`src/common/i2cme_params.svh`:
```
// constants of the i2c master byte engine: widths, counts, reset values
// assumes inclusion by bare name from the package and the design modules
`ifndef I2CME_PARAMS_SVH
`define I2CME_PARAMS_SVH

// byte and counter widths
`define I2CME_BYTE_W    8
`define I2CME_BIT_W     4
`define I2CME_PH_W      2

// bit counter marks within one byte frame
`define I2CME_BIT_FIRST 4'h0
`define I2CME_BIT_LAST  4'h7
`define I2CME_BIT_ACK   4'h8
`define I2CME_BIT_STEP  4'h1

// phase codes inside a state
`define I2CME_PH_0      2'h0
`define I2CME_PH_1      2'h1
`define I2CME_PH_2      2'h2
`define I2CME_PH_STEP   2'h1

// reset and constant values
`define I2CME_BYTE_RST  8'h00
`define I2CME_CNT_ZERO  8'h00
`define I2CME_CNT_STEP  8'h01
`define I2CME_MSB       7

`endif

```
`src/common/i2cme_pkg.sv`:
```
// types shared by the i2c master byte engine
// assumes the constants header is on the include path
`include "i2cme_params.svh"

package i2cme_pkg;

  // ==========================================================
  // sequencer states, one-hot
  typedef enum logic [6:0] {
    ST_IDLE   = 7'h01,
    ST_START  = 7'h02,
    ST_RSTART = 7'h04,
    ST_TX     = 7'h08,
    ST_RX     = 7'h10,
    ST_ACK    = 7'h20,
    ST_STOP   = 7'h40
  } i2cme_state_type;

  typedef logic [`I2CME_BYTE_W-1:0] i2cme_byte_type;

endpackage

```
`src/common/i2cme_baud_if.sv`:
```
// carrier between the byte engine and its baud timer
// assumes both ends run on the same clock
`timescale 1ns/1ps
`default_nettype none
`include "i2cme_params.svh"

interface i2cme_baud_if;
  logic                     load;    // reload count from reload value
  logic                     run;     // count while high
  logic [`I2CME_BYTE_W-1:0] reload;  // reload value
  logic                     tick;    // one-cycle rollover pulse

  modport timer (input load, input run, input reload, output tick);
  modport ctrl  (output load, output run, output reload, input tick);
endinterface

`default_nettype wire

```
`src/core/i2cme_baud_timer.sv`:
```
// baud timer: counts down from the reload value, pulses tick at zero
// assumes control from the byte engine on the same clock
`timescale 1ns/1ps
`default_nettype none
`include "i2cme_params.svh"

module i2cme_baud_timer (
  // clock and reset
  input  wire logic    ref_clk_in,
  input  wire logic    rst_in,
  // control carrier
  i2cme_baud_if.timer  baud
);

  logic [`I2CME_BYTE_W-1:0] cnt_q;

  // =========================================================
  // down counter, reload on load or on rollover
  always_ff @(posedge ref_clk_in) begin
    if (rst_in) begin
      cnt_q <= `I2CME_CNT_ZERO;
    end else if (baud.load) begin
      cnt_q <= baud.reload;
    end else if (baud.run) begin
      if (cnt_q == `I2CME_CNT_ZERO) begin
        cnt_q <= baud.reload;
      end else begin
        cnt_q <= cnt_q - `I2CME_CNT_STEP;
      end
    end
  end

  // rollover marks the end of one baud period
  assign baud.tick = baud.run && !baud.load && (cnt_q == `I2CME_CNT_ZERO);

endmodule

`default_nettype wire

```
`src/core/i2cme_engine.sv`:
```
// i2c master byte engine: start, restart, transmit, receive, ack, stop
// assumes pulse commands from software logic on ref_clk_in and
// open-drain scl/sda pins resolved outside from the enables
`timescale 1ns/1ps
`default_nettype none
`include "i2cme_params.svh"

module i2cme_engine (
  // clock and reset
  input  wire logic                     ref_clk_in,
  input  wire logic                     rst_in,
  // software commands, one-cycle pulses
  input  wire logic                     buf_write_in,
  input  wire logic [`I2CME_BYTE_W-1:0] buf_wdata_in,
  input  wire logic                     buf_read_in,
  input  wire logic                     start_enable_set_in,
  input  wire logic                     restart_enable_set_in,
  input  wire logic                     stop_enable_set_in,
  input  wire logic                     receive_enable_set_in,
  input  wire logic                     ack_sequence_enable_set_in,
  // software configuration levels
  input  wire logic                     ack_data_bit_in,
  input  wire logic [`I2CME_BYTE_W-1:0] baud_reload_in,
  // software flag clears, one-cycle pulses
  input  wire logic                     write_collision_clear_in,
  input  wire logic                     receive_overflow_clear_in,
  input  wire logic                     serial_event_clear_in,
  // i2c pins, open drain
  input  wire logic                     scl_in,
  output var  logic                     scl_out,
  output var  logic                     scl_oe_n_out,
  input  wire logic                     sda_in,
  output var  logic                     sda_out,
  output var  logic                     sda_oe_n_out,
  // status
  output var  logic [`I2CME_BYTE_W-1:0] data_buffer_out,
  output var  logic                     byte_full_flag_out,
  output var  logic                     write_collision_flag_out,
  output var  logic                     receive_overflow_flag_out,
  output var  logic                     ack_status_bit_out,
  output var  logic                     serial_event_flag_out,
  output var  logic                     stop_seen_bit_out,
  // enable bits as seen by software
  output var  logic                     start_enable_out,
  output var  logic                     restart_enable_out,
  output var  logic                     stop_enable_out,
  output var  logic                     receive_enable_out,
  output var  logic                     ack_sequence_enable_out
);

  // ==========================================================
  // declarations
  i2cme_pkg::i2cme_state_type state_q;
  logic [`I2CME_PH_W-1:0]     ph_q;
  logic [`I2CME_BIT_W-1:0]    bit_q;
  logic                       ld_q;
  i2cme_pkg::i2cme_byte_type  shift_register_q;
  logic                       scl_m_q;
  logic                       scl_s_q;
  logic                       sda_m_q;
  logic                       sda_s_q;
  logic                       idle;
  logic                       go_tx;
  logic                       go_start;
  logic                       go_rstart;
  logic                       go_stop;
  logic                       go_rx;
  logic                       go_ack;
  logic                       hi_end;
  logic                       tx_last_shift;
  logic                       tx_ack_end;
  logic                       rx_done;
  logic                       start_done;
  logic                       rstart_done;
  logic                       ack_done;
  logic                       stop_done;
  logic                       wait_c;

  i2cme_baud_if baud ();

  // shift one sampled bit into the low end of a byte
  function automatic i2cme_pkg::i2cme_byte_type shift_in(
    input i2cme_pkg::i2cme_byte_type cur,
    input logic                      b
  );
    shift_in = {cur[`I2CME_MSB-1:0], b};
  endfunction

  // ==========================================================
  // pin synchronisers
  always_ff @(posedge ref_clk_in) begin
    if (rst_in) begin
      scl_m_q <= 1'h1;
      scl_s_q <= 1'h1;
      sda_m_q <= 1'h1;
      sda_s_q <= 1'h1;
    end else begin
      scl_m_q <= scl_in;
      scl_s_q <= scl_m_q;
      sda_m_q <= sda_in;
      sda_s_q <= sda_m_q;
    end
  end

  // ==========================================================
  // command acceptance, only from idle, data write first
  assign idle = (state_q == i2cme_pkg::ST_IDLE);

  always_comb begin
    go_tx     = 1'b0;
    go_start  = 1'b0;
    go_rstart = 1'b0;
    go_stop   = 1'b0;
    go_rx     = 1'b0;
    go_ack    = 1'b0;
    if (idle) begin
      if (buf_write_in) begin
        go_tx = 1'b1;
      end else if (start_enable_set_in) begin
        go_start = 1'b1;
      end else if (restart_enable_set_in) begin
        go_rstart = 1'b1;
      end else if (stop_enable_set_in) begin
        go_stop = 1'b1;
      end else if (receive_enable_set_in) begin
        go_rx = 1'b1;
      end else if (ack_sequence_enable_set_in) begin
        go_ack = 1'b1;
      end
    end
  end

  // completion decodes
  assign hi_end        = baud.tick && (ph_q == `I2CME_PH_1);
  assign tx_last_shift = (state_q == i2cme_pkg::ST_TX) && hi_end
                         && (bit_q == `I2CME_BIT_LAST);
  assign tx_ack_end    = (state_q == i2cme_pkg::ST_TX) && hi_end
                         && (bit_q == `I2CME_BIT_ACK);
  assign rx_done       = (state_q == i2cme_pkg::ST_RX) && hi_end
                         && (bit_q == `I2CME_BIT_LAST);
  assign start_done    = (state_q == i2cme_pkg::ST_START) && hi_end;
  assign rstart_done   = (state_q == i2cme_pkg::ST_RSTART) && baud.tick
                         && (ph_q == `I2CME_PH_2);
  assign ack_done      = (state_q == i2cme_pkg::ST_ACK) && hi_end;
  assign stop_done     = (state_q == i2cme_pkg::ST_STOP) && baud.tick
                         && (ph_q == `I2CME_PH_2);

  // ==========================================================
  // baud timer control: hold in reload while a level is awaited
  always_comb begin
    wait_c = !idle && scl_oe_n_out && !scl_s_q;
    if ((state_q == i2cme_pkg::ST_STOP) && (ph_q == `I2CME_PH_0) && sda_s_q) begin
      wait_c = 1'b1;
    end
    if ((state_q == i2cme_pkg::ST_STOP) && (ph_q == `I2CME_PH_2) && !sda_s_q) begin
      wait_c = 1'b1;
    end
    if ((state_q == i2cme_pkg::ST_START) && (ph_q == `I2CME_PH_0)
        && !(sda_s_q && scl_s_q)) begin
      wait_c = 1'b1;
    end
  end

  assign baud.run    = !idle;
  assign baud.load   = ld_q || wait_c || idle;
  assign baud.reload = baud_reload_in;

  i2cme_baud_timer u_baud (
    .ref_clk_in (ref_clk_in),
    .rst_in     (rst_in),
    .baud       (baud)
  );

  // ==========================================================
  // sequencer: state, phase and bit counter
  always_ff @(posedge ref_clk_in) begin
    if (rst_in) begin
      state_q <= i2cme_pkg::ST_IDLE;
      ph_q    <= `I2CME_PH_0;
      bit_q   <= `I2CME_BIT_FIRST;
      ld_q    <= 1'b0;
    end else begin
      ld_q <= 1'b0;
      case (state_q)
        i2cme_pkg::ST_IDLE: begin
          ph_q  <= `I2CME_PH_0;
          bit_q <= `I2CME_BIT_FIRST;
          ld_q  <= 1'b1;
          if (go_tx) begin
            state_q <= i2cme_pkg::ST_TX;
          end else if (go_start) begin
            state_q <= i2cme_pkg::ST_START;
          end else if (go_rstart) begin
            state_q <= i2cme_pkg::ST_RSTART;
          end else if (go_stop) begin
            state_q <= i2cme_pkg::ST_STOP;
          end else if (go_rx) begin
            state_q <= i2cme_pkg::ST_RX;
          end else if (go_ack) begin
            state_q <= i2cme_pkg::ST_ACK;
          end
        end
        i2cme_pkg::ST_TX, i2cme_pkg::ST_RX: begin
          if (baud.tick) begin
            ld_q <= 1'b1;
            if (ph_q == `I2CME_PH_0) begin
              ph_q <= `I2CME_PH_1;
            end else begin
              ph_q <= `I2CME_PH_0;
              if (tx_ack_end || rx_done) begin
                state_q <= i2cme_pkg::ST_IDLE;
              end else begin
                bit_q <= bit_q + `I2CME_BIT_STEP;
              end
            end
          end
        end
        i2cme_pkg::ST_START, i2cme_pkg::ST_ACK: begin
          if (baud.tick) begin
            ld_q <= 1'b1;
            if (ph_q == `I2CME_PH_0) begin
              ph_q <= `I2CME_PH_1;
            end else begin
              state_q <= i2cme_pkg::ST_IDLE;
            end
          end
        end
        i2cme_pkg::ST_RSTART, i2cme_pkg::ST_STOP: begin
          if (baud.tick) begin
            ld_q <= 1'b1;
            if (ph_q == `I2CME_PH_2) begin
              state_q <= i2cme_pkg::ST_IDLE;
            end else begin
              ph_q <= ph_q + `I2CME_PH_STEP;
            end
          end
        end
        default: begin
          state_q <= i2cme_pkg::ST_IDLE;
        end
      endcase
    end
  end

  // ==========================================================
  // pin drivers: enable low pulls the line low
  always_ff @(posedge ref_clk_in) begin
    if (rst_in) begin
      scl_oe_n_out <= 1'b1;
      sda_oe_n_out <= 1'b1;
    end else begin
      case (state_q)
        i2cme_pkg::ST_IDLE: begin
          if (go_tx) begin
            scl_oe_n_out <= 1'b0;
            sda_oe_n_out <= buf_wdata_in[`I2CME_MSB];
          end else if (go_start) begin
            scl_oe_n_out <= 1'b1;
            sda_oe_n_out <= 1'b1;
          end else if (go_rstart) begin
            scl_oe_n_out <= 1'b0;
            sda_oe_n_out <= 1'b1;
          end else if (go_stop) begin
            scl_oe_n_out <= 1'b0;
            sda_oe_n_out <= 1'b0;
          end else if (go_rx) begin
            scl_oe_n_out <= 1'b0;
            sda_oe_n_out <= 1'b1;
          end else if (go_ack) begin
            scl_oe_n_out <= 1'b0;
            sda_oe_n_out <= ack_data_bit_in;
          end
        end
        i2cme_pkg::ST_TX: begin
          if (baud.tick) begin
            if (ph_q == `I2CME_PH_0) begin
              scl_oe_n_out <= 1'b1;
            end else begin
              scl_oe_n_out <= 1'b0;
              if (bit_q < `I2CME_BIT_LAST) begin
                sda_oe_n_out <= shift_register_q[`I2CME_MSB-1];
              end else begin
                sda_oe_n_out <= 1'b1; // free sda for the slave ack
              end
            end
          end
        end
        i2cme_pkg::ST_RX: begin
          if (baud.tick) begin
            scl_oe_n_out <= (ph_q == `I2CME_PH_0);
          end
        end
        i2cme_pkg::ST_START: begin
          if (baud.tick && (ph_q == `I2CME_PH_0)) begin
            sda_oe_n_out <= 1'b0;
          end
        end
        i2cme_pkg::ST_RSTART: begin
          if (baud.tick) begin
            if (ph_q == `I2CME_PH_0) begin
              scl_oe_n_out <= 1'b1;
            end else if (ph_q == `I2CME_PH_1) begin
              sda_oe_n_out <= 1'b0;
            end else begin
              scl_oe_n_out <= 1'b0;
            end
          end
        end
        i2cme_pkg::ST_ACK: begin
          if (baud.tick) begin
            if (ph_q == `I2CME_PH_0) begin
              scl_oe_n_out <= 1'b1;
            end else begin
              scl_oe_n_out <= 1'b0;
              sda_oe_n_out <= 1'b1;
            end
          end
        end
        i2cme_pkg::ST_STOP: begin
          if (baud.tick) begin
            if (ph_q == `I2CME_PH_0) begin
              scl_oe_n_out <= 1'b1;
            end else if (ph_q == `I2CME_PH_1) begin
              sda_oe_n_out <= 1'b1;
            end
          end
        end
        default: begin
          scl_oe_n_out <= 1'b1;
          sda_oe_n_out <= 1'b1;
        end
      endcase
    end
  end

  // driven level of both open-drain pins is always low
  always_ff @(posedge ref_clk_in) begin
    scl_out <= 1'b0;
    sda_out <= 1'b0;
  end

  // ==========================================================
  // shift register and data buffer
  always_ff @(posedge ref_clk_in) begin
    if (rst_in) begin
      shift_register_q <= `I2CME_BYTE_RST;
      data_buffer_out  <= `I2CME_BYTE_RST;
    end else begin
      if (go_tx) begin
        shift_register_q <= buf_wdata_in;
        data_buffer_out  <= buf_wdata_in;
      end else if (go_rx) begin
        shift_register_q <= `I2CME_BYTE_RST;
      end else if ((state_q == i2cme_pkg::ST_TX) && hi_end) begin
        shift_register_q <= shift_in(shift_register_q, 1'b0);
      end else if ((state_q == i2cme_pkg::ST_RX) && hi_end) begin
        shift_register_q <= shift_in(shift_register_q, sda_s_q);
        if (rx_done) begin
          data_buffer_out <= shift_in(shift_register_q, sda_s_q);
        end
      end
    end
  end

  // ==========================================================
  // acknowledge status and stop seen
  always_ff @(posedge ref_clk_in) begin
    if (rst_in) begin
      ack_status_bit_out <= 1'b0;
      stop_seen_bit_out  <= 1'b0;
    end else begin
      if (tx_ack_end) begin
        ack_status_bit_out <= sda_s_q;
      end
      if ((state_q == i2cme_pkg::ST_STOP) && (ph_q == `I2CME_PH_2)
          && sda_s_q && scl_s_q) begin
        stop_seen_bit_out <= 1'b1;
      end else if (go_start || go_rstart) begin
        stop_seen_bit_out <= 1'b0;
      end
    end
  end

  // ==========================================================
  // buffer full: set wins over clear
  always_ff @(posedge ref_clk_in) begin
    if (rst_in) begin
      byte_full_flag_out <= 1'b0;
    end else if (go_tx || rx_done) begin
      byte_full_flag_out <= 1'b1;
    end else if (tx_last_shift || buf_read_in) begin
      byte_full_flag_out <= 1'b0;
    end
  end

  // ==========================================================
  // sticky error flags, software cleared, set wins
  always_ff @(posedge ref_clk_in) begin
    if (rst_in) begin
      write_collision_flag_out  <= 1'b0;
      receive_overflow_flag_out <= 1'b0;
    end else begin
      if (buf_write_in && !idle) begin
        write_collision_flag_out <= 1'b1;
      end else if (write_collision_clear_in) begin
        write_collision_flag_out <= 1'b0;
      end
      if (rx_done && byte_full_flag_out) begin
        receive_overflow_flag_out <= 1'b1;
      end else if (receive_overflow_clear_in) begin
        receive_overflow_flag_out <= 1'b0;
      end
    end
  end

  // ==========================================================
  // serial event flag, cleared only by software
  always_ff @(posedge ref_clk_in) begin
    if (rst_in) begin
      serial_event_flag_out <= 1'b0;
    end else if (start_done || rstart_done || stop_done) begin
      serial_event_flag_out <= 1'b1;
    end else if (tx_ack_end || rx_done || ack_done) begin
      serial_event_flag_out <= 1'b1;
    end else if (serial_event_clear_in) begin
      serial_event_flag_out <= 1'b0;
    end
  end

  // ==========================================================
  // enable bits: set on acceptance, cleared by hardware at the end
  always_ff @(posedge ref_clk_in) begin
    if (rst_in) begin
      start_enable_out        <= 1'b0;
      restart_enable_out      <= 1'b0;
      stop_enable_out         <= 1'b0;
      receive_enable_out      <= 1'b0;
      ack_sequence_enable_out <= 1'b0;
    end else begin
      if (go_start) begin
        start_enable_out <= 1'b1;
      end else if (start_done) begin
        start_enable_out <= 1'b0;
      end
      if (go_rstart) begin
        restart_enable_out <= 1'b1;
      end else if (rstart_done) begin
        restart_enable_out <= 1'b0;
      end
      if (go_stop) begin
        stop_enable_out <= 1'b1;
      end else if (stop_done) begin
        stop_enable_out <= 1'b0;
      end
      if (go_rx) begin
        receive_enable_out <= 1'b1;
      end else if (rx_done) begin
        receive_enable_out <= 1'b0;
      end
      if (go_ack) begin
        ack_sequence_enable_out <= 1'b1;
      end else if (ack_done) begin
        ack_sequence_enable_out <= 1'b0;
      end
    end
  end

endmodule

`default_nettype wire

```
`config.mk`:
```
export PLATFORM = sky130hd
export DESIGN_NAME = i2cme_engine
export DESIGN_NICKNAME = d
export VERILOG_FILES = /design/src/common/i2cme_pkg.sv /design/src/common/i2cme_baud_if.sv /design/src/core/i2cme_baud_timer.sv /design/src/core/i2cme_engine.sv
export VERILOG_INCLUDE_DIRS = /design/src /design/src/common
export SDC_FILE = /design/constraint.sdc
export NUM_CORES = 1
export LEC_CHECK = 0
export ABC_CLOCK_PERIOD_IN_PS = 4330
export BUFFER_PORTS_ARGS = -buffer_cell sky130_fd_sc_hd__buf_2
export CAP_MARGIN = 40
export CELL_PAD_IN_SITES_DETAIL_PLACEMENT = 1
export CELL_PAD_IN_SITES_GLOBAL_PLACEMENT = 2
export CORE_ASPECT_RATIO = 0.75
export CORE_MARGIN = 5
export CORE_UTILIZATION = 33
export DETAILED_ROUTE_END_ITERATION = 10
export GPL_TIMING_DRIVEN = 0
export PLACE_DENSITY_LB_ADDON = 0.15
export SLEW_MARGIN = 20
export SYNTH_ARGS = -nofsm -noshare
export SYNTH_HDL_FRONTEND = slang
export SYNTH_HIERARCHICAL = 1
export SYNTH_SLANG_ARGS = --single-unit
```
`constraint.sdc`:
```
create_clock -name ref_clk_in -period 4.33 [get_ports ref_clk_in]
set_input_delay 1.299 -clock ref_clk_in [delete_from_list [all_inputs] [get_ports ref_clk_in]]
set_output_delay 1.299 -clock ref_clk_in [all_outputs]
set_load 0.03 [all_outputs]
```
==> results of run 1 <==
-- worst max-delay path, cell delays in order, from the launching register on --
cell and delay, ps:
dfxtp_1 330, buf_2 190, nor2_1 310, and4_1 240
buf_4 180, clkinv_1 320, clkbuf_2 320, and3_1 200
nor4b_1 140, clkbuf_2 230, and4b_1 270, and4_1 270
nor4_4 420, nor2_1 120, o41ai_1 320
-- how the worst max path moves through the flow --
stage / cells past startpoint / to / slack [ps]
after detailed placement: 15 / state_q[4] / 50
after floorplan: 15 / state_q[5] / 1100
after global placement: 15 / state_q[5] / 40
after CTS: 15 / state_q[4] / 10
final: 14 / bit_q[2] / 350
after global routing: 15 / state_q[4] / 60
-- where the power goes --
part / switching, µW / total (µW) / internal, µW
clock network: 195 / 467 / 272
registers: 45.7 / 600 / 554
logic: 374 / 589 / 215
total: 615 / 1660 / 1040
-- synthesized netlist by cell type (3+ instances only) --
cell type and instances:
a211oi_1 13, a21oi_1 24, a31oi_1 7, and3_1 3, buf_2 10, buf_4 4, clkbuf_1 10, dfxtp_1 54
ha_1 7, inv_1 18, mux2i_1 20, nand2_1 35, nand2b_1 9, nand3_1 9, nand3b_1 5, nand4_1 6
nor2_1 36, nor2b_1 5, nor3_1 9, nor4_1 5, o21ai_0 19, o22ai_1 5, o31ai_1 4, or2_2 6
or3_1 7, xor2_1 4
-- flip-flops by register name, indices dropped and copies added, names as in the netlist, 2 cells and up --
| name | count |
|---|---|
| state_q | 7 |
| bit_q | 4 |
| data_buffer_out | 8 |
| ph_q | 2 |
| shift_register_q | 7 |
| u_baud/cnt_q | 8 |
-- cells by family (layout without fill, tap and decap cells) --
kind of cell,count (synthesis),count (layout),share of synthesized area (%)
compound gates,95,95,19.6
fa+ha+maj,7,7,2.75
other cells,1,2,0.118
simple gates,161,161,29.2
buf+inv,44,103,6.06
xor+xnor,6,6,1.65
flops,54,54,34.0
mux,21,21,6.65
-- stage by stage --
stage | hold WS [ps] | power, µW | worst slack (ps) | utilization, %
after global placement | 397 | 1190 | 37.7 | 37.8
after detailed placement | 394 | 1200 | 51.9 | 37.8
after floorplan | 389 | 1020 | 1100 | -
after global routing | 421 | 1750 | 59.8 | 39.6
final | 410 | 1660 | 345 | 39.6
after CTS | 411 | 1670 | 14.2 | 39.5
-- layer usage --
| metal | vias to the layer above | wire, µm | global-route usage [%] |
|---|---|---|---|
| li1 | 1535 | - | - |
| met3 | 11 | 426 | 3.20 |
| met2 | 70 | 4850 | 28.9 |
| met4 | 0 | 99 | 4.33 |
| met5 | - | 0 | 0 |
| met1 | 1532 | 5320 | 26.8 |
-- placed cells by master (no fill, tap or decap), drive strengths merged, types with 3 or more instances in the layout --
cell type  synthesis  routed
a21oi             26      26
nor3              12      12
nor4b              3       3
a211oi            13      13
mux2i             20      20
nor2b              5       5
dfxtp             54      54
o31ai              4       4
nand2             35      35
nor4               8       8
xor2               4       4
clkbuf            10      15
or4                4       4
nor2              36      36
ha                 7       7
or3                7       7
inv               18      18
and3               3       3
nand3              9       9
nand4              6       6
or2                6       6
clkinv             1       3
nand2b             9       9
buf               15      66
or3b               3       3
a31oi              7       7
o21ai             20      20
o22ai              5       5
nand3b             5       5
-- cell type report --
cell class | instances | area [µm²] | area share [%]
plain buffers | 25 | 124 | 3.28
clock buffers | 5 | 125 | 3.31
clock inverters | 3 | 40.0 | 1.06
inverters | 19 | 71.3 | 1.89
multi-input cells | 292 | 1920 | 50.8
flip-flops and latches | 54 | 1080 | 28.6
well taps | 132 | 165 | 4.37
repair buffers | 51 | 255 | 6.75
==> results.sh, run 1 <==
export IMPL_die_x_um=123
export IMPL_clkTransAtPathRegs_ps=80
export IMPL_layout_cells_non_filler=581
export IMPL_vias=3148
export IMPL_synth_cell_types=65
export IMPL_cts_htree_levels=2
export IMPL_slew_headroom_pct=49.0
export IMPL_netlist_instances=389
export IMPL_crit_arrival_ps=4180
export IMPL_clockRootBuffer="clkbuf_16"
export IMPL_grt_use_total_pct=18.6
export IMPL_holdPathStages=1
export IMPL_hp_start="scl_m_q"
export IMPL_grt_max_degree=17
export IMPL_rrSetupSlack_ps=350
export IMPL_hpwl_mm=8.19
export IMPL_post_cts_setup_buffers=0
export IMPL_syn_area_um2=3180
export IMPL_wl_per_cell_um=18.4
export IMPL_r2r_cells=14
export IMPL_startpoint="state_q[2]"
export IMPL_dominantRegCellSynth="dfxtp_1"
export IMPL_floorplan_initialDensity_pct=33.3
export IMPL_max_vdd_ir_drop_mv=0.210
export IMPL_rows=31
export IMPL_grt_pass1_wl_mm=16.9
export IMPL_coreArea_um2=9540
export IMPL_syn2layout_area_growth_pct=18.9
export IMPL_syn_area_per_cell_um2=8.18
export IMPL_max_clock_freq_mhz=251
export IMPL_dpl_cell_area_um2=3600
export IMPL_vias_per_cell=5.42
export IMPL_synth_edf_count=0
export IMPL_crit_type="reg2reg"
export IMPL_place_port_buffers=51
export IMPL_detail_route_antenna_nets=0
export IMPL_setup_tns_ps=0
export IMPL_cts_tree="done"
export IMPL_critPathCaptureType="flip-flop"
export IMPL_grt_overflow=0
export IMPL_rr_startpoint="state_q[2]"
export IMPL_cts_sinks=54
export IMPL_fin_crit_ps=3980
export IMPL_drv_cap=0
export IMPL_grt_pass1_vias=3066
export IMPL_ctsHoldBuffers=0
export IMPL_clk_latency_ps=300
export IMPL_gp_congestion=0.837
export IMPL_maxSlewViolCount=0
export IMPL_r2r_end="bit_q[2]"
export IMPL_required_ps=4530
export IMPL_worstSetupStartpointType="flip-flop"
export IMPL_ys_ff_latch=54
export IMPL_async_flop_share_pct=0
export IMPL_diodes=0
export IMPL_synth_top_area_share_pct=34.0
export IMPL_drive_gt1_share_pct=21.4
export IMPL_min_to="scl_s_q"
export IMPL_setup_viol_count_final=0
export IMPL_cellPowerDensity_nw_per_um2=438
export IMPL_worst_slew_pin_slew_ps=760
export IMPL_seq_area_frac_synth_pct=34.0
export IMPL_ctsResizeCount=0
export IMPL_crit_fanout=10
export IMPL_ios=54
export IMPL_synth_area_leader_cell="dfxtp_1"
export IMPL_status="complete, no violations"
export IMPL_drt_wl_total_mm=10.7
export IMPL_nets=486
export IMPL_synth_top_cells_by_area="dfxtp_1 34%, mux2i_1 6.3%, nor2_1 4.2%, nand2_1 4.1%, a21oi_1 3.8%"
export IMPL_die_h_um=95.0
export IMPL_finalHoldViolations=0
export IMPL_drt_iter0_drc=146
export IMPL_hp_class="reg2reg"
export IMPL_p_leak_uw=0.00151
export IMPL_fillers=1190
export IMPL_rsz0062_at_grt="false"
export IMPL_finClkSkew_ps=8.11
export IMPL_numPlacedInstances=573
export IMPL_cts_path_max_buffers=2
export IMPL_antenna_found_initial=0
export IMPL_fin_area_um2=3780
export IMPL_dr_pass1_iters=4
export IMPL_ys_warn_count=6
export IMPL_drc_errors=0
export IMPL_cts_buffers=5
export IMPL_dieArea_um2=11700
export IMPL_fin_crit_sh_pct=92.0
Power figures use the tool's default switching activity.
==> run 2: changes to the inputs <==
--- a/config.mk
+++ b/config.mk
@@ -6,14 +6,15 @@
 export SDC_FILE = /design/constraint.sdc
 export NUM_CORES = 1
 export LEC_CHECK = 0
-export ABC_CLOCK_PERIOD_IN_PS = 4330
+export ABC_AREA = 1
+export ABC_CLOCK_PERIOD_IN_PS = 3350
 export BUFFER_PORTS_ARGS = -buffer_cell sky130_fd_sc_hd__buf_2
 export CAP_MARGIN = 40
 export CELL_PAD_IN_SITES_DETAIL_PLACEMENT = 1
 export CELL_PAD_IN_SITES_GLOBAL_PLACEMENT = 2
 export CORE_ASPECT_RATIO = 0.75
 export CORE_MARGIN = 5
-export CORE_UTILIZATION = 33
+export CORE_UTILIZATION = 28
 export DETAILED_ROUTE_END_ITERATION = 10
 export GPL_TIMING_DRIVEN = 0
 export PLACE_DENSITY_LB_ADDON = 0.15
==> constraint.sdc (replaced) <==
create_clock -name ref_clk_in -period 3.35 [get_ports ref_clk_in]
set_input_delay 1.005 -clock ref_clk_in [delete_from_list [all_inputs] [get_ports ref_clk_in]]
set_output_delay 1.005 -clock ref_clk_in [all_outputs]
set_load 0.03 [all_outputs]
==> results.sh, run 2 <==
export IMPL_final_common_cell="nand2_1"
export IMPL_fin_area_um2=3850
export IMPL_grt_use_total_pct=16.0
export IMPL_fin_crit_ps=3060
export IMPL_cts_tree="done"
export IMPL_ys_warn_count=6
export IMPL_crit_arrival_ps=3250
export IMPL_grt_max_degree=18
export IMPL_syn2layout_area_growth_pct=19.0
export IMPL_hp_class="reg2reg"
export IMPL_setup_viol_count_final=0
export IMPL_synth_edf_count=0
export IMPL_fin_crit_sh_pct=91.3
export IMPL_grt_overflow=0
export IMPL_cts_buffers=5
export IMPL_rows=34
export IMPL_syn_area_um2=3230
export IMPL_synth_cell_types=42
export IMPL_cts_sinks=54
export IMPL_gp_congestion=0.850
export IMPL_slowest_delay_ps=450
export IMPL_synth_top_area_share_pct=33.4
export IMPL_final_cell_mix="107 x nand2_1, 54 x nor2_1, 54 x dfxtp_1"
export IMPL_synth_top_cells_by_area="dfxtp_1 33%, nand2_1 12%, nor2_1 6.4%, inv_1 5.9%, a21oi_1 5.6%"
export IMPL_vias_per_cell=4.69
export IMPL_synth_top_cells_by_count="107 x nand2_1, 55 x nor2_1, 54 x dfxtp_1"
export IMPL_finClkSkew_ps=4.25
export IMPL_floorplan_initialDensity_pct=28.3
export IMPL_wl_per_cell_um=15.6
export IMPL_drv_cap=0
export IMPL_drt_iter0_drc=122
export IMPL_status="complete, no violations"
export IMPL_max_clock_freq_mhz=327
export IMPL_worst_slew_pin_slew_ps=645
export IMPL_top_regs="data_buffer_out x8, u_baud/cnt_q x8"
export IMPL_grt_pass1_wl_mm=17.6
export IMPL_coreArea_um2=11400
export IMPL_ys_ff_latch=54
export IMPL_crit_fanout=11
export IMPL_drc_errors=0
export IMPL_async_flop_share_pct=0
export IMPL_seq_area_frac_synth_pct=33.4
export IMPL_clk_latency_ps=300
export IMPL_slew_headroom_pct=57.0
export IMPL_cellPowerDensity_nw_per_um2=1020
export IMPL_dpl_cell_area_um2=3670
export IMPL_crit_type="reg2reg"
export IMPL_whs_ps=413
export IMPL_drt_wl_total_mm=10.5
export IMPL_startpoint="ph_q[0]"
export IMPL_diodes=0
export IMPL_rrSetupSlack_ps=290
export IMPL_max_vdd_ir_drop_mv=0.400
export IMPL_dominantRegCellSynth="dfxtp_1"
export IMPL_synth_area_leader_cell="dfxtp_1"
export IMPL_p_leak_uw=0.00177
export IMPL_worstPathCellList="inv_1 > ha_1 > o21ai_0 > o21ai_0 > a21oi_1 > o21ai_1 > nor2_2 > nand2_1 > inv_2 > nand3_4 > nand2_1 > a21oi_1 > nand2_1 > a21oi_1 > nor2_1"
export IMPL_place_port_buffers=51
export IMPL_required_ps=3540
export IMPL_fillers=1449
export IMPL_die_x_um=134
export IMPL_die_h_um=103
export IMPL_r2r_end="bit_q[0]"
export IMPL_ctsHoldBuffers=0
export IMPL_netlist_instances=472
export IMPL_rsz0062_at_grt="false"
export IMPL_endpoint="bit_q[0]"
export IMPL_synthMostInstantiatedCell="nand2_1"
export IMPL_antenna_found_initial=0
export IMPL_maxSlewViolCount=0
export IMPL_drive_gt1_share_pct=23.9
export IMPL_vias=3171
export IMPL_ios=54
export IMPL_dr_pass1_iters=4
export IMPL_critPathCaptureType="flip-flop"
export IMPL_dieArea_um2=13800
export IMPL_nets=569
export IMPL_clockRootBuffer="clkbuf_16"
export IMPL_finalHoldViolations=0
export IMPL_cts_htree_levels=2
export IMPL_worstSetupStartpointType="flip-flop"
export IMPL_detail_route_antenna_nets=0
export IMPL_cts_path_max_buffers=2
export IMPL_syn_area_per_cell_um2=6.85
export IMPL_r2r_cells=15
export IMPL_rr_startpoint="ph_q[0]"
export IMPL_clkTransAtPathRegs_ps=80
export IMPL_grt_pass1_vias=3316
export IMPL_crit_path_top_delay_cell="ha_1"
export IMPL_hpwl_mm=8.45
export IMPL_setup_tns_ps=0
[run 2: cell count changes after synthesis, sizes merged, moves of 16 or more]
cell / before / now
nor2: 36 / 71
inv: 18 / 62
nand3: 9 / 25
o21ai: 20 / 37
nand2: 35 / 125
mux2i: 20 / 0
[run 2: per-stage QoR]
stage	power (µW)	cells	utilization (%)	worst slack, ps
global route	4310	676	33.6	52.0
global placement	3290	668	32.1	-95.5
detailed placement	3340	668	32.1	-207
finish	3940	676	33.6	291
floorplan	2740	473	-	643
CTS	3980	677	33.7	80.0
[run 2: what timing repair did]
item / 4_1_cts / 5_1_grt
pin swaps: 1 / 0
setup buffers: 1 / 0
gates resized for setup: 1 / 2
setup endpoints to repair: 19 / 18
[run 2: worst min path at each step]
stage,start,endpoint,slack [ps],depth (start not counted)
global route,scl_m_q,scl_s_q,420,1
global placement,sda_m_q,sda_s_q,390,1
detailed placement,scl_m_q,scl_s_q,400,1
finish,scl_m_q,scl_s_q,410,1
CTS,scl_m_q,scl_s_q,410,1
floorplan,scl_m_q,scl_s_q,390,1
[run 2: kinds of logic after synthesis]
logic type	after synthesis	synth area share (%)
buffers and inverters	74	10.1
AND/OR/NAND/NOR	242	37.2
flip-flops	54	33.4
XOR/XNOR	4	1.08
adder cells (fa/ha/maj)	7	2.71
other	1	0.116
AO/OA/AOI/OAI	90	15.4
[run 2: cell type report]
type | count | area [µm²] | area share, %
buffer | 11 | 82.6 | 2.15
clock buffer | 5 | 125 | 3.25
clock inverter | 3 | 45.0 | 1.17
inverter | 62 | 240 | 6.24
multi-input combinational | 345 | 1830 | 47.6
sequential | 54 | 1080 | 28.1
tap | 144 | 180 | 4.68
timing repair buffer | 52 | 263 | 6.83
[run 2: power by group]
part           internal [µW]  switching (µW)
Combinational            775            1600
Sequential               815             126
Clock                    354             265
[run 2: per-layer routing]
metal / wire length (µm) / vias up / track usage, %
met5: 0 / - / 0
met3: 538 / 9 / 3.37
met1: 5790 / 1470 / 24.5
met2: 4100 / 59 / 22.5
met4: 100 / 0 / 3.83
li1: - / 1633 / -
[run 2: critical path, delay by kind of cell, from the launching register on]
family                   cells  cell delay, ps
AND/OR/NAND/NOR              6             820
AO/OA/AOI/OAI                6            1080
flip-flops                   1             320
buffers and inverters        2             270
adder cells (fa/ha/maj)      1             450
==> run 3: changes to the inputs <==
--- a/config.mk
+++ b/config.mk
@@ -7,7 +7,7 @@
 export NUM_CORES = 1
 export LEC_CHECK = 0
 export ABC_AREA = 1
-export ABC_CLOCK_PERIOD_IN_PS = 3350
+export ABC_CLOCK_PERIOD_IN_PS = 2700
 export BUFFER_PORTS_ARGS = -buffer_cell sky130_fd_sc_hd__buf_2
 export CAP_MARGIN = 40
 export CELL_PAD_IN_SITES_DETAIL_PLACEMENT = 1
==> constraint.sdc (replaced) <==
create_clock -name ref_clk_in -period 2.7 [get_ports ref_clk_in]
set_input_delay 0.81 -clock ref_clk_in [delete_from_list [all_inputs] [get_ports ref_clk_in]]
set_output_delay 0.81 -clock ref_clk_in [all_outputs]
set_load 0.03 [all_outputs]
==> results.sh, run 3 (synthesis gave the netlist of run 2 again) <==
export IMPL_setup_viol_count_final=0
export IMPL_slew_headroom_pct=56.5
export IMPL_final_common_cell="nand2_1"
export IMPL_crit_arrival_ps=2720
export IMPL_die_x_um=134
export IMPL_fin_crit_sh_pct=94.5
export IMPL_max_vdd_ir_drop_mv=0.425
export IMPL_status="complete, no violations"
export IMPL_crit_family="simple AND/OR/NAND/NOR gates"
export IMPL_crit_fanout=9
export IMPL_crit_path_top_delay_cell="dfxtp_4"
export IMPL_cts_sinks=54
export IMPL_wl_per_cell_um=15.7
export IMPL_drive_gt1_share_pct=27.4
export IMPL_hpwl_mm=8.49
export IMPL_cts_tree="done"
export IMPL_worstSetupStartpointType="flip-flop"
export IMPL_dieArea_um2=13800
export IMPL_vias_per_cell=4.74
export IMPL_required_ps=2870
export IMPL_final_cell_mix="105 x nand2_1, 52 x nor2_1, 51 x buf_2"
export IMPL_rows=34
export IMPL_cts_htree_levels=2
export IMPL_p_leak_uw=0.00183
export IMPL_cellPowerDensity_nw_per_um2=1280
export IMPL_drt_wl_total_mm=10.7
export IMPL_hp_class="reg2reg"
export IMPL_grt_overflow=0
export IMPL_grt_max_degree=17
export IMPL_die_h_um=103
export IMPL_dr_pass1_iters=4
export IMPL_grt_use_total_pct=15.4
export IMPL_vias=3225
export IMPL_slowest_delay_ps=370
export IMPL_dpl_cell_area_um2=3670
export IMPL_fillers=1454
export IMPL_maxSlewViolCount=0
export IMPL_ios=54
export IMPL_path_buf_inv=5
export IMPL_grt_pass1_wl_mm=16.7
export IMPL_clk_latency_ps=300
export IMPL_antenna_found_initial=0
export IMPL_syn2layout_area_growth_pct=22.8
export IMPL_fin_area_um2=3970
export IMPL_crit_type="reg2reg"
export IMPL_max_clock_freq_mhz=392
export IMPL_finClkSkew_ps=4.90
export IMPL_clockRootBuffer="clkbuf_16"
export IMPL_gp_congestion=0.840
export IMPL_setup_tns_ps=0
export IMPL_fin_crit_ps=2550
export IMPL_worst_slew_pin_slew_ps=652
export IMPL_place_port_buffers=51
export IMPL_top_regs="data_buffer_out x8, u_baud/cnt_q x8"
export IMPL_diodes=0
export IMPL_drv_cap=0
export IMPL_critPathCaptureType="flip-flop"
export IMPL_detail_route_antenna_nets=0
export IMPL_grt_pass1_vias=3124
export IMPL_cts_path_max_buffers=2
export IMPL_clkTransAtPathRegs_ps=80
export IMPL_drc_errors=0
export IMPL_drt_iter0_drc=129
export IMPL_floorplan_initialDensity_pct=28.3
export IMPL_coreArea_um2=11400
export IMPL_worstPathCellList="inv_2 > nand2_4 > inv_4 > nand2_8 > inv_2 > a211oi_2 > o21ai_1 > a21oi_2 > o21ai_2 > nor2_4 > buf_6 > clkinvlp_4 > nand2_4 > nand3b_1 > o21ai_1 > nor2_1"
export IMPL_cts_buffers=5
export IMPL_nets=573
export IMPL_finalHoldViolations=0
## run 3: what timing repair did
action | in CTS | in global routing
endpoints found under the setup margin | 38 | 31
buffers inserted | 3 | 2
hold buffers | 0 | 0
resized for setup | 16 | 21
pin swaps | 3 | 6
## run 3: metrics by stage
stage / setup slack (ps) / hold slack, ps / util, % / std cells / power [µW]
global placement: -642 / 392 / 32.1 / 668 / 4090
floorplan: 65.3 / 389 / - / 473 / 3410
global route: -39.6 / 438 / 34.7 / 680 / 5520
finish: 148 / 412 / 34.7 / 680 / 5070
detailed placement: -718 / 396 / 32.1 / 668 / 4160
CTS: 2.32 / 414 / 34.1 / 678 / 5010
## run 3: where the power goes
group | total (µW) | leakage [µW] | internal, µW | switching, µW
logic | 3130 | 0.00131 | 1060 | 2070
clock network | 759 | 0.0000771 | 439 | 320
registers | 1190 | 0.000446 | 1030 | 162
total | 5070 | 0.00183 | 2530 | 2550
## run 3: final cells by class
class | instances | area [µm²] | share of cell area, %
Clock buffer | 6 | 129 | 3.25
Multi-Input combinational cell | 345 | 1900 | 47.9
Clock inverter | 2 | 37.5 | 0.946
Sequential cell | 54 | 1100 | 27.6
Tap cell | 144 | 180 | 4.54
Inverter | 62 | 246 | 6.21
Buffer | 11 | 82.6 | 2.08
Timing Repair Buffer | 56 | 297 | 7.47
## run 3: per-layer routing
| metal | wire length [µm] | up-vias | GRT usage, % |
|---|---|---|---|
| met2 | 4290 | 53 | 22.2 |
| met5 | 0 | - | 0 |
| met1 | 5890 | 1522 | 23.8 |
| met4 | 64 | 0 | 2.35 |
| li1 | - | 1643 | - |
| met3 | 415 | 7 | 2.93 |
## run 3: path summary, 6_finish.rpt
| path | from | endpoint | slack (ps) | cells past startpoint |
|---|---|---|---|---|
| setup / recovery | state_q[4] | ph_q[1] | 150 | 16 |
| hold / removal | sda_m_q | sda_s_q | 410 | 1 |
| setup reg to reg | state_q[4] | ph_q[1] | 150 | 16 |
| hold reg to reg | sda_m_q | sda_s_q | 410 | 1 |
## run 3: worst register-to-register path, stage by stage (launching register included)
cell	delay, ps
dfxtp_4	370
inv_2	60
nand2_4	90
inv_4	60
nand2_8	120
inv_2	90
a211oi_2	140
o21ai_1	110
a21oi_2	160
o21ai_2	110
nor2_4	160
buf_6	140
clkinvlp_4	200
nand2_4	160
nand3b_1	210
o21ai_1	190
nor2_1	50
